### config.mk
export PLATFORM = sky130hd
export DESIGN_NAME = txfe_extractor
export DESIGN_NICKNAME = d
export VERILOG_FILES = /design/src/hdl/txfe_extractor.v /design/src/hdl/txfe_lane_pick.v /design/src/hdl/txfe_packer.v
export VERILOG_INCLUDE_DIRS = /design/src /design/src/pkg
export SDC_FILE = /design/constraint.sdc
export NUM_CORES = 1
export LEC_CHECK = 0
export BUFFER_PORTS_ARGS = -buffer_cell sky130_fd_sc_hd__buf_4
export CORE_ASPECT_RATIO = 0.6
export CORE_MARGIN = 1.5
export CORE_UTILIZATION = 25
export CTS_CLUSTER_SIZE = 16
export DETAILED_ROUTE_END_ITERATION = 10
export PLACE_DENSITY = 0.47
export SYNTH_ARGS = -nofsm -noshare
export SYNTH_HDL_FRONTEND = slang
export SYNTH_SLANG_ARGS = --single-unit
### constraint.sdc
create_clock -name clock_in -period 6.45 [get_ports clock_in]
set_input_delay 0.3225 -clock clock_in [delete_from_list [all_inputs] [get_ports clock_in]]
set_output_delay 0.3225 -clock clock_in [all_outputs]
set_load 0.01 [all_outputs]
### src/pkg/txfe_regs.vh
// constants for the transmit buffer frame extractor: command word fields,
// register offsets, reset values. included by the extractor design file by bare name.
`ifndef TXFE_REGS_VH
`define TXFE_REGS_VH

// first command word
`define TXFE_A_OFF_HI 17
`define TXFE_A_OFF_LO 16
`define TXFE_A_FIRST_BIT 13
`define TXFE_A_LAST_BIT 12
`define TXFE_A_SIZE_HI 10

// second command word
`define TXFE_B_CSUM_BIT 14
`define TXFE_B_NOCRC_BIT 13
`define TXFE_B_NOPAD_BIT 12
`define TXFE_B_FLEN_HI 10

// register map (byte addresses)
`define TXFE_ADDR_CTRL 4'h0
`define TXFE_ADDR_STAT 4'h4
`define TXFE_CTRL_CSUM_BIT 0
`define TXFE_CTRL_RESET 1'b0
`define TXFE_STAT_ERR_BIT 0
`define TXFE_STAT_HALT_BIT 1

`endif

### src/hdl/txfe_extractor.v
// transmit buffer frame extractor: read side of the transmit fifo.
// assumes a show-ahead fifo: word on fifo_data_in while fifo_valid_in,
// advanced by one registered pop pulse. one clock, synchronous reset.
//
// Implementation choices: the strobed register port and the placing of the registers.
`timescale 1ns/10ps
`default_nettype none
`include "txfe_regs.vh"

// Contract
// - checksum only when request bit, first segment and engine enable all set
// - crc suppress bit set means no automatic crc
// - padding suppress stops padding short frames; otherwise pad below 64
// - padding suppress forces crc regardless of crc suppress
// - 11-bit frame length is total frame bytes without offset or padding
// - byte count differing from frame length sets the transmit error flag
// - frame length decides how many bytes move to transmit interface
// - final word byte enables mask trailing bytes
// - payload starts at third word after the two command words
// - start offset picks first byte lane: 0 low byte to 3 top byte
// - unused trailing bytes of a buffer are discarded
// - any start and end alignment accepted, also across buffers
// - buffer consistency error means lost sync; reinit before accepting frames
// - both command words stripped, never forwarded
// - size and offset give unused bytes in first and last words
// - read side never rewinds
// - second command word same across frame except checksum bit; else error
// - first command word bit 13 first segment, bit 12 last segment
// - first command word bits 17:16 give start offset 0..3
// - first command word bits 10:0 give buffer payload size
module txfe_extractor #(
  parameter ADDR_W = 4
) (
  input wire clock_in,
  input wire rst_in,
  // register port
  input wire [ADDR_W-1:0] bus_addr_in,
  input wire [31:0] bus_wdata_in,
  input wire bus_write_in,
  input wire bus_read_in,
  output reg [31:0] bus_rdata_out,
  // transmit fifo read side
  input wire [31:0] fifo_data_in,
  input wire fifo_valid_in,
  output reg fifo_pop_out,
  // transmit interface
  output wire mac_valid_out,
  output wire [31:0] mac_data_out,
  output wire [3:0] mac_be_out,
  output wire mac_last_out,
  input wire mac_ready_in,
  output reg mac_csum_out,
  output reg mac_no_crc_out,
  output reg mac_no_pad_out,
  // sticky transmit error, also readable as bit 0 of the status register
  output reg transmit_error_flag_out
);
  localparam [3:0] S_CMDA = 4'b0001;
  localparam [3:0] S_CMDB = 4'b0010;
  localparam [3:0] S_DATA = 4'b0100;
  localparam [3:0] S_HALT = 4'b1000;

  reg [3:0] state_reg;
  reg [3:0] state_next;
  reg [31:0] cmda_reg;
  reg [31:0] cmdb_reg;
  reg in_frame_reg;
  reg [10:0] used_reg;
  reg [10:0] buf_rem_reg;
  reg [1:0] lane_reg;
  reg checksum_engine_on_reg;
  reg [15:0] frames_reg;

  wire first_segment_flag;
  wire last_segment_flag;
  wire [1:0] first_byte_position;
  wire [10:0] buf_size;
  wire [10:0] frame_len;
  wire [11:0] used_after;
  wire cmdb_mismatch;
  wire err_missing_first;
  wire err_unexp_first;
  wire err_unexp_last;
  wire err_missing_last;
  wire err_size_zero;
  wire err_size;
  wire buf_error;
  wire pk_ready;
  wire take;
  wire [2:0] avail;
  wire [2:0] nbytes;
  wire word_ends_buf;
  wire [31:0] picked;

  assign first_segment_flag = cmda_reg[`TXFE_A_FIRST_BIT];
  assign last_segment_flag = cmda_reg[`TXFE_A_LAST_BIT];
  assign first_byte_position = cmda_reg[`TXFE_A_OFF_HI:`TXFE_A_OFF_LO];
  assign buf_size = cmda_reg[`TXFE_A_SIZE_HI:0];

  // a frame's length comes from its opening buffer; later copies must match
  assign frame_len = in_frame_reg ? cmdb_reg[`TXFE_B_FLEN_HI:0] :
                     fifo_data_in[`TXFE_B_FLEN_HI:0];
  assign used_after = (in_frame_reg ? {1'b0, used_reg} : 12'h0) + {1'b0, buf_size};

  // checksum bit excluded from the comparison
  assign cmdb_mismatch = in_frame_reg &&
    ((fifo_data_in[31:15] != cmdb_reg[31:15]) ||
     (fifo_data_in[13:0] != cmdb_reg[13:0]));
  assign err_missing_first = ~in_frame_reg & ~first_segment_flag;
  assign err_unexp_first = in_frame_reg & first_segment_flag;
  assign err_unexp_last = last_segment_flag && (used_after < {1'b0, frame_len});
  assign err_missing_last = ~last_segment_flag && (used_after >= {1'b0, frame_len});
  assign err_size_zero = (buf_size == 11'h0);
  assign err_size = used_after > {1'b0, frame_len};
  assign buf_error = cmdb_mismatch | err_missing_first | err_unexp_first |
                     err_unexp_last | err_missing_last | err_size_zero | err_size;

  // one word per two cycles: the registered pop needs a cycle to advance the fifo
  assign take = fifo_valid_in & ~fifo_pop_out &
                ((state_reg == S_CMDA) | (state_reg == S_CMDB) |
                 ((state_reg == S_DATA) & pk_ready));

  // bytes carried by this payload word, bounded by what the buffer still holds
  assign avail = 3'd4 - {1'b0, lane_reg};
  assign word_ends_buf = buf_rem_reg <= {8'h0, avail};
  assign nbytes = word_ends_buf ? buf_rem_reg[2:0] : avail;

  txfe_lane_pick u_pick (
    .word_in(fifo_data_in),
    .lane_in(lane_reg),
    .count_in(nbytes),
    .data_out(picked)
  );

  // only payload words reach the packer, command words never do
  txfe_packer u_pack (
    .clock_in(clock_in),
    .rst_in(rst_in),
    .in_valid_in(take && (state_reg == S_DATA)),
    .in_data_in(picked),
    .in_count_in(nbytes),
    .in_last_in(word_ends_buf && last_segment_flag),
    .in_ready_out(pk_ready),
    .out_valid_out(mac_valid_out),
    .out_data_out(mac_data_out),
    .out_be_out(mac_be_out),
    .out_last_out(mac_last_out),
    .out_ready_in(mac_ready_in)
  );

  always @* begin
    state_next = state_reg;
    case (state_reg)
      S_CMDA: begin
        if (take)
          state_next = S_CMDB;
      end
      S_CMDB: begin
        if (take)
          state_next = buf_error ? S_HALT : S_DATA;
      end
      S_DATA: begin
        if (take && word_ends_buf)
          state_next = S_CMDA;
      end
      S_HALT: state_next = S_HALT;
      default: state_next = S_HALT;
    endcase
  end

  // frame sequencing; no rewind path on this side
  always @(posedge clock_in) begin
    if (rst_in) begin
      state_reg <= S_CMDA;
      cmda_reg <= 32'h0;
      cmdb_reg <= 32'h0;
      in_frame_reg <= 1'b0;
      used_reg <= 11'h0;
      buf_rem_reg <= 11'h0;
      lane_reg <= 2'h0;
      fifo_pop_out <= 1'b0;
      frames_reg <= 16'h0;
      transmit_error_flag_out <= 1'b0;
      mac_csum_out <= 1'b0;
      mac_no_crc_out <= 1'b0;
      mac_no_pad_out <= 1'b0;
    end else begin
      state_reg <= state_next;
      fifo_pop_out <= take;
      if (take && (state_reg == S_CMDA))
        cmda_reg <= fifo_data_in;
      if (take && (state_reg == S_CMDB)) begin
        if (buf_error) begin
          transmit_error_flag_out <= 1'b1;
        end else begin
          buf_rem_reg <= buf_size;
          lane_reg <= first_byte_position;
          used_reg <= used_after[10:0];
          in_frame_reg <= ~last_segment_flag;
          if (!in_frame_reg) begin
            cmdb_reg <= fifo_data_in;
            mac_csum_out <= fifo_data_in[`TXFE_B_CSUM_BIT] & first_segment_flag &
                            checksum_engine_on_reg;
            mac_no_pad_out <= fifo_data_in[`TXFE_B_NOPAD_BIT];
            mac_no_crc_out <= fifo_data_in[`TXFE_B_NOCRC_BIT] &
                              ~fifo_data_in[`TXFE_B_NOPAD_BIT];
          end
        end
      end
      if (take && (state_reg == S_DATA)) begin
        buf_rem_reg <= buf_rem_reg - {8'h0, nbytes};
        lane_reg <= 2'h0;
        if (word_ends_buf && last_segment_flag)
          frames_reg <= frames_reg + 16'h1;
      end
    end
  end

  // register port: read data stand in the cycle after the strobe
  always @(posedge clock_in) begin
    if (rst_in) begin
      checksum_engine_on_reg <= `TXFE_CTRL_RESET;
      bus_rdata_out <= 32'h0;
    end else begin
      if (bus_write_in && (bus_addr_in == `TXFE_ADDR_CTRL))
        checksum_engine_on_reg <= bus_wdata_in[`TXFE_CTRL_CSUM_BIT];
      bus_rdata_out <= 32'h0;
      if (bus_read_in) begin
        case (bus_addr_in)
          `TXFE_ADDR_CTRL: bus_rdata_out <= {31'h0, checksum_engine_on_reg};
          `TXFE_ADDR_STAT: bus_rdata_out <= {frames_reg, 14'h0,
                                             state_reg == S_HALT,
                                             transmit_error_flag_out};
          default: bus_rdata_out <= 32'h0;
        endcase
      end
    end
  end
endmodule

`default_nettype wire

### src/hdl/txfe_lane_pick.v
// lane picker: moves the valid bytes of one payload word down to lane 0
// and zeroes every byte past the count. purely combinational.
`timescale 1ns/10ps
`default_nettype none

module txfe_lane_pick (
  input wire [31:0] word_in,
  input wire [1:0] lane_in,
  input wire [2:0] count_in,
  output reg [31:0] data_out
);
  reg [31:0] shifted;
  always @* begin
    shifted = word_in >> {lane_in, 3'b000};
    case (count_in)
      3'd1: data_out = shifted & 32'h0000_00ff;
      3'd2: data_out = shifted & 32'h0000_ffff;
      3'd3: data_out = shifted & 32'h00ff_ffff;
      default: data_out = shifted;
    endcase
  end
endmodule

`default_nettype wire

### src/hdl/txfe_packer.v
// byte packer: gathers 1..4 byte pieces into whole words for the transmit
// interface, with byte enables on the closing word of a frame.
// assumes pieces arrive low-aligned with unused upper bytes zero.
`timescale 1ns/10ps
`default_nettype none

module txfe_packer (
  input wire clock_in,
  input wire rst_in,
  input wire in_valid_in,
  input wire [31:0] in_data_in,
  input wire [2:0] in_count_in,
  input wire in_last_in,
  output wire in_ready_out,
  output reg out_valid_out,
  output reg [31:0] out_data_out,
  output reg [3:0] out_be_out,
  output reg out_last_out,
  input wire out_ready_in
);
  reg [23:0] hold_reg;
  reg [1:0] hcnt_reg;
  reg tail_reg;
  wire slot_free;
  wire [55:0] comb;
  wire [2:0] total;

  assign slot_free = ~out_valid_out | out_ready_in;
  // a trailing word still owed for the previous frame blocks new input
  assign in_ready_out = slot_free & ~tail_reg;
  assign comb = {24'h0, in_data_in} << {hcnt_reg, 3'b000} | {32'h0, hold_reg};
  assign total = {1'b0, hcnt_reg} + in_count_in;

  function [3:0] be_of;
    input [2:0] n;
    begin
      case (n)
        3'd1: be_of = 4'h1;
        3'd2: be_of = 4'h3;
        3'd3: be_of = 4'h7;
        default: be_of = 4'hf;
      endcase
    end
  endfunction

  always @(posedge clock_in) begin
    if (rst_in) begin
      hold_reg <= 24'h0;
      hcnt_reg <= 2'h0;
      tail_reg <= 1'b0;
      out_valid_out <= 1'b0;
      out_data_out <= 32'h0;
      out_be_out <= 4'h0;
      out_last_out <= 1'b0;
    end else begin
      if (out_valid_out && out_ready_in)
        out_valid_out <= 1'b0;
      if (slot_free && tail_reg) begin
        out_valid_out <= 1'b1;
        out_data_out <= {8'h0, hold_reg};
        out_be_out <= be_of({1'b0, hcnt_reg});
        out_last_out <= 1'b1;
        hold_reg <= 24'h0;
        hcnt_reg <= 2'h0;
        tail_reg <= 1'b0;
      end else if (in_valid_in && in_ready_out) begin
        if (in_last_in || total[2]) begin
          out_valid_out <= 1'b1;
          out_data_out <= comb[31:0];
          out_be_out <= total[2] ? 4'hf : be_of(total);
          out_last_out <= in_last_in && (total <= 3'd4);
        end
        if (total[2]) begin
          hold_reg <= comb[55:32];
          hcnt_reg <= total[1:0];
          tail_reg <= in_last_in && (total != 3'd4);
        end else if (in_last_in) begin
          hold_reg <= 24'h0;
          hcnt_reg <= 2'h0;
        end else begin
          hold_reg <= comb[23:0];
          hcnt_reg <= total[1:0];
        end
      end
    end
  end
endmodule

`default_nettype wire

==> results.txt, run 1 <==
run status: finished, final reports clean
cell count after synthesis: 1198
count of yosys warnings during synthesis: 0
met3 track demand over resource: 3.805%
area of the die: 0.04180 mm²
critical path, cell by cell: inv_1, ha_1, inv_1, ha_1, a21oi_1, a32o_1, and2_4, nand2_1, o21ai_0, ha_1, inv_1, fa_1, xnor2_1, a21oi_1, a31oi_4, nand2_1, buf_4, nand2_1, buf_4, nor2_1, a211oi_1
achievable frequency: 0.1774 GHz
GR Layer Usage met1: 25.34%
Data required, critical path: 6.82 ns
Core Region: 0.03952 mm²
kind of cell adding the most delay to the critical path: compound AO/OA/AOI/OAI gates
count of routing violations after the opening detailed-route iteration: 896
number of nets in the layout: 1357
worst slew pin tran: 1.102 ns
I/O pin total: 149
type of the worst setup path: reg2reg
number of vias after detailed routing: 9188
Async SR Flop Fraction: 0%
average via count per standard cell: 5.156
clock slew at the register clock pins of the worst setup and hold paths: 0.08 ns
Hold Path Class: in2reg
crit path DAT: 6.01 ns
antenna diode instance count: 0
Leakage: 4.716 nW
Fin Clk Skew: 0.01027 ns
library cells used by synthesis: 78
height of the die: 159.0 µm
# setup viols final: 0
# rows: 56
min Tclk post-route: 5.638 ns
Inserted Clock Buffers: 17
sum of overflow across all layers after global routing: 0
highest-delay cell along the critical path: sky130_fd_sc_hd__a32o_1
crit end category: register
cell types occupying the most area after synthesis: sky130_fd_sc_hd__dfxtp_1 35%, sky130_fd_sc_hd__mux2i_1 7.9%, sky130_fd_sc_hd__a21oi_1 4.8%, sky130_fd_sc_hd__nor2_1 4.8%, sky130_fd_sc_hd__ha_1 4.1%
# H-tree levels: 4
number of max-cap violations: 0
initial antenna violation count: 1
clock root buffer: sky130_fd_sc_hd__clkbuf_16
DRC violations left: 0
global router's overall resource usage: 16.16%
Routed wire per std cell: 19.08 µm
CTS sink count: 179
Top Usage Layer GRT: met1
number of global-route vias before repair: 8612
number of port buffers: 103
total power density per cell area: 199.8 mW/mm²
sequential cell area: 0.003583 mm²
maximum number of pins on one net before global-route repair: 86
WP buf/inv: 5
CTS tree: done
number of nets with antenna violations after routing: 0
synthesized area divided by synthesized cell count: 8.460 µm²
TNS Setup: 0 ns
number of iterations in the first detailed-routing pass: 7
post-synth top area cell: sky130_fd_sc_hd__dfxtp_1
share of the synthesized area in the top cell type: 35.36%
highest-count cells in the layout ignoring fill and taps: 179 x sky130_fd_sc_hd__dfxtp_1, 129 x sky130_fd_sc_hd__nor2_1, 121 x sky130_fd_sc_hd__buf_4
final period utilization: 87.41%
fin util: 29.95%
most instantiated flip-flop cell in the synthesis netlist: sky130_fd_sc_hd__dfxtp_1
total length of routed wires: 34000 µm
final count of pins violating max slew: 0
Largest stage delay, worst path: 0.54 ns
Cell Area, Synth: 0.01013 mm²
proportion of synthesized chip area in sequential cells: 35.36%
multi-input gate area in the final layout: 0.006022 mm²
# fillers: 4301
horizontal die dimension: 262.9 µm
Hold Violations, Final: 0
Synth-to-Final Area Change: 16.79%
number of flops mapped to enable cells by yosys: 0
most common library cell in the layout ignoring fill and taps: sky130_fd_sc_hd__dfxtp_1
ratio of cells with drive above 1 in the final layout: 13.81%
last weighted congestion value of the routability-driven placer: 0.8614
CTS Buffer Depth: 2
flops & latches, synth: 179
setup repair after global routing missed its margin: no
met2 track utilization from global routing: 22.08%
peak ir drop on the vdd network: 185.0 µV
Max-slew headroom: 26.00%
max FFs per register: 32
post-detail-place hpwl: 25100 µm
post_cts resized: 0
highest net fanout along the worst path: 34
insertion delay of the later-clocked pin in the worst-skew pair: 0.46 ns
effective utilization at floorplan: 25.65%
Setup Fix Bufs, Post-CTS: 0
# hold bufs at CTS: 0
first-pass GRT wire length: 52270 µm
critical path startpoint category: register
## report_power, final
| part | switching [mW] | total, mW | internal, mW |
|---|---|---|---|
| Sequential | 0.0152 | 1.13 | 1.11 |
| Combinational | 0.132 | 0.206 | 0.0736 |
| Clock | 0.520 | 1.03 | 0.512 |
## worst reg2reg max path, cell delays in order (launching register included)
cell and delay [ns]:
sky130_fd_sc_hd__dfxtp_1 0.31, sky130_fd_sc_hd__inv_1 0.53, sky130_fd_sc_hd__ha_1 0.38, sky130_fd_sc_hd__inv_1 0.11, sky130_fd_sc_hd__ha_1 0.32, sky130_fd_sc_hd__a21oi_1 0.16
sky130_fd_sc_hd__a32o_1 0.54, sky130_fd_sc_hd__and2_4 0.38, sky130_fd_sc_hd__nand2_1 0.07, sky130_fd_sc_hd__o21ai_0 0.15, sky130_fd_sc_hd__ha_1 0.21, sky130_fd_sc_hd__inv_1 0.05
sky130_fd_sc_hd__fa_1 0.47, sky130_fd_sc_hd__xnor2_1 0.18, sky130_fd_sc_hd__a21oi_1 0.08, sky130_fd_sc_hd__a31oi_4 0.42, sky130_fd_sc_hd__nand2_1 0.10, sky130_fd_sc_hd__buf_4 0.27
sky130_fd_sc_hd__nand2_1 0.16, sky130_fd_sc_hd__buf_4 0.35, sky130_fd_sc_hd__nor2_1 0.12, sky130_fd_sc_hd__a211oi_1 0.20
## metrics by stage
stage | std cells | setup slack (ns) | area, µm² | hold WS [ns] | power [mW]
after floorplan | 1211 | 1.655 | 10180 | 0.4273 | 1.273
after global placement | 1750 | 1.019 | 11270 | 0.4334 | 1.354
after detailed placement | 1750 | 0.9262 | 11270 | 0.4422 | 1.357
after CTS | 1782 | 0.8981 | 11840 | 0.08067 | 2.392
after global routing | 1782 | 0.2868 | 11840 | 0.1131 | 2.456
final | 1782 | 0.8121 | 11840 | 0.09478 | 2.365
## metal layers
metal	routed length, µm	share of wire (%)
met2	13550	40
met1	18030	53
met5	0	0
met3	2207	6.5
met4	211	0.62
## worst paths after layout
check / from / end / slack, ns / depth (start not counted)
setup reg to reg: lane_reg[1]$_SDFFE_PP0P_ / u_pack.out_data_out[1]$_SDFFE_PP0P_ / 0.81 / 21
hold / removal: bus_wdata_in[0] / checksum_engine_on_reg$_SDFFE_PP0P_ / 0.09 / 3
hold reg to reg: used_reg[8]$_SDFFE_PP0P_ / used_reg[8]$_SDFFE_PP0P_ / 0.45 / 2
setup / recovery: lane_reg[1]$_SDFFE_PP0P_ / u_pack.out_data_out[1]$_SDFFE_PP0P_ / 0.81 / 21
## cell type report
| class | instances | share of cell area, % |
|---|---|---|
| Multi-Input combinational cell | 901 | 50.88 |
| Clock inverter | 15 | 1.205 |
| Tap cell | 522 | 5.518 |
| Clock buffer | 17 | 3.594 |
| Sequential cell | 179 | 30.27 |
| Timing Repair Buffer | 121 | 7.674 |
| Inverter | 27 | 0.8562 |
## cells by family (layout without fill, tap and decap cells)
logic type	after synthesis	count (layout)	synth area share, %
xor gates and xnor gates	62	62	5.358
buffers and inverters	131	180	5.704
other	1	14	0.03700
adders and majority gates	36	36	4.667
DFF	179	179	35.36
muxes	83	83	8.235
and+or+nand+nor	400	400	20.04
AOI/OAI and AO/OA	306	306	20.61
## synth_stat cells, drive strengths merged, types with 10 or more instances
master / instances
dfxtp: 179
nor2: 131
a21oi: 100
mux2i: 80
nand2: 71
clkbuf: 60
buf: 44
xnor2: 41
nor3: 36
ha: 33
and2: 32
o21ai: 32
nand4: 29
a211oi: 27
inv: 25
o211ai: 21
xor2: 21
a31oi: 19
nor2b: 18
o22ai: 17
nand3: 16
a22oi: 13
and3: 10
Power figures use the tool's default switching activity.
==> run 2: changes to the inputs <==
- BUFFER_PORTS_ARGS: -buffer_cell sky130_fd_sc_hd__buf_4 -> unset
- DONT_BUFFER_PORTS: unset -> 1
- PLACE_DENSITY: 0.47 -> 0.44
- SLEW_MARGIN: unset -> 10
==> run 2 against run 1 <==
  * Global-route usage grew 0.72 points
  * Count of clock-buffer cells in the layout is the same
  * Largest power group unchanged
  * Core utilization shrank 1.1 points
  * Worst setup slack lost 0.18 ns
  * Combinational power shrank 15%
  * Non-clock buffer count shrank 77
  * Maximum frequency shrank 3.0%
  * Worst hold slack lost 0.074 ns
  * Die area is the same
  * Power grew 2.0%
  * Via count shrank 2.7%
  * Register-to-register slack lost 0.18 ns
  * Largest cell class unchanged
==> results.txt, run 2 (synthesis gave the netlist of run 1 again) <==
min Tclk post-route: 5.814 ns
Hold Violations, Final: 0
crit path DAT: 6.18 ns
# setup viols final: 0
worst hold slack: 0.02126 ns
Setup Fix Bufs, Post-CTS: 0
worst slew pin tran: 1.080 ns
final count of pins violating max slew: 0
TNS Setup: 0 ns
ratio of cells with drive above 1 in the final layout: 5.838%
final period utilization: 90.15%
Fin Clk Skew: 0.01195 ns
Hold Path Stages: 2
start point of the critical path: lane_reg[0]$_SDFFE_PP0P_
CTS tree: done
number of iterations in the first detailed-routing pass: 5
Final Worst Setup Slack: 0.6355 ns
effective utilization at floorplan: 25.65%
Routed wire per std cell: 20.71 µm
average via count per standard cell: 5.244
first-pass GRT wire length: 54130 µm
critical path startpoint category: register
# H-tree levels: 4
Hold Path Class: in2reg
non-filler cells in the finished layout: 1705
post_cts resized: 0
count of routing violations after the opening detailed-route iteration: 801
capture instance of the worst register-to-register path: u_pack.out_data_out[5]$_SDFFE_PP0P_
total power density per cell area: 212.0 mW/mm²
clock slew at the register clock pins of the worst setup and hold paths: 0.07 ns
run status: finished, final reports clean
DRC violations left: 0
achievable frequency: 0.1720 GHz
number of global-route vias before repair: 8382
clock root buffer: sky130_fd_sc_hd__clkbuf_16
setup repair after global routing missed its margin: no
Leakage: 4.319 nW
pre-CTS WS: 0.7831 ns
r2r setup slk: 0.64 ns
Synth-to-Final Area Change: 12.31%
number of vias after detailed routing: 8941
instance area at placement: 0.01048 mm²
number of max-cap violations: 0
area of the die: 0.04180 mm²
highest net fanout along the worst path: 30
max FFs per register: 32
number of nets with antenna violations after routing: 0
final instance area: 0.01138 mm²
height of the die: 159.0 µm
global router's overall resource usage: 16.88%
type of the worst setup path: reg2reg
last weighted congestion value of the routability-driven placer: 0.8693
post-detail-place hpwl: 25240 µm
start of the worst register-to-register path: lane_reg[0]$_SDFFE_PP0P_
# hold bufs at CTS: 28
Max-slew headroom: 27.54%
total length of routed wires: 35320 µm
placed cell count: 1645
# rows: 56
crit end category: register
sum of overflow across all layers after global routing: 0
Hold Path End: cmdb_reg[29]$_SDFFE_PP0P_
most common library cell in the layout ignoring fill and taps: sky130_fd_sc_hd__dfxtp_1
total power draw: 2.414 mW
horizontal die dimension: 262.9 µm
I/O pin total: 149
Data required, critical path: 6.82 ns
peak ir drop on the vdd network: 141.3 µV
highest-count cells in the layout ignoring fill and taps: 179 x sky130_fd_sc_hd__dfxtp_1, 129 x sky130_fd_sc_hd__nor2_1, 98 x sky130_fd_sc_hd__a21oi_1
Inserted Clock Buffers: 17
insertion delay of the later-clocked pin in the worst-skew pair: 0.46 ns
fin util: 28.80%
HP Start: fifo_data_in[29]
Worst R2R Path Depth: 21
CTS sink count: 179
number of port buffers: 0
maximum number of pins on one net before global-route repair: 118
CTS Buffer Depth: 2
initial antenna violation count: 1
number of nets in the layout: 1280
Core Region: 0.03952 mm²
-- run 2: cell count changes in the layout (fill, tap and decap cells not counted), moves of 2 or more --
cell and change:
sky130_fd_sc_hd__bufinv_16 +3, sky130_fd_sc_hd__clkinvlp_4 -2, sky130_fd_sc_hd__dlygate4sd3_1 +27, sky130_fd_sc_hd__inv_8 -5, sky130_fd_sc_hd__buf_4 -105, sky130_fd_sc_hd__inv_6 +2
-- run 2: worst max path at each step --
stage / to / slack (ns) / cells past startpoint
after floorplan: cmdb_reg[24]$_SDFFE_PP0P_ / 1.66 / 20
after global placement: u_pack.out_data_out[2]$_SDFFE_PP0P_ / 0.85 / 21
after detailed placement: u_pack.out_data_out[4]$_SDFFE_PP0P_ / 0.78 / 21
after CTS: u_pack.out_data_out[4]$_SDFFE_PP0P_ / 0.76 / 21
after global routing: u_pack.out_data_out[4]$_SDFFE_PP0P_ / 0.21 / 21
final: u_pack.out_data_out[5]$_SDFFE_PP0P_ / 0.64 / 21
-- run 2: where the power goes --
part | switching, mW | internal (mW) | leakage, nW | total, mW
logic | 0.106 | 0.0690 | 2.58 | 0.175
clock network | 0.496 | 0.613 | 0.291 | 1.11
registers | 0.0162 | 1.11 | 1.44 | 1.13
total | 0.619 | 1.80 | 4.32 | 2.41
-- run 2: layout make-up --
| cell class | instances | area [µm²] |
|---|---|---|
| Fill cell | 4290 | 28140 |
| Clock buffer | 17 | 425.4 |
| Multi-Input combinational cell | 901 | 6022 |
| Antenna cell | 1 | 2.502 |
| Inverter | 27 | 101.3 |
| Timing Repair Buffer | 44 | 417.9 |
| Sequential cell | 179 | 3583 |
| Clock inverter | 14 | 176.4 |
| Tap cell | 522 | 653.1 |
-- run 2: worst max-delay path: stages, from the launching register on --
cell and delay [ns]:
sky130_fd_sc_hd__dfxtp_1 0.33, sky130_fd_sc_hd__clkinv_1 0.42, sky130_fd_sc_hd__ha_1 0.54, sky130_fd_sc_hd__inv_1 0.10, sky130_fd_sc_hd__ha_1 0.29, sky130_fd_sc_hd__nand3b_1 0.08, sky130_fd_sc_hd__a32o_1 0.52, sky130_fd_sc_hd__and2_4 0.37
sky130_fd_sc_hd__nand2_1 0.07, sky130_fd_sc_hd__o21ai_0 0.14, sky130_fd_sc_hd__ha_1 0.21, sky130_fd_sc_hd__inv_1 0.05, sky130_fd_sc_hd__fa_1 0.47, sky130_fd_sc_hd__xnor2_1 0.17, sky130_fd_sc_hd__a21oi_1 0.08, sky130_fd_sc_hd__a31oi_4 0.41
sky130_fd_sc_hd__nand2_1 0.10, sky130_fd_sc_hd__buf_4 0.28, sky130_fd_sc_hd__nand2_1 0.39, sky130_fd_sc_hd__buf_4 0.37, sky130_fd_sc_hd__nor2_1 0.07, sky130_fd_sc_hd__a211oi_1 0.22
-- run 2: routing by layer --
metal  wire length, µm  track usage (%)
met2             13830            22.79
met1             18840            26.14
met3              2396            4.284
met4               250            3.810
met5                 0                0
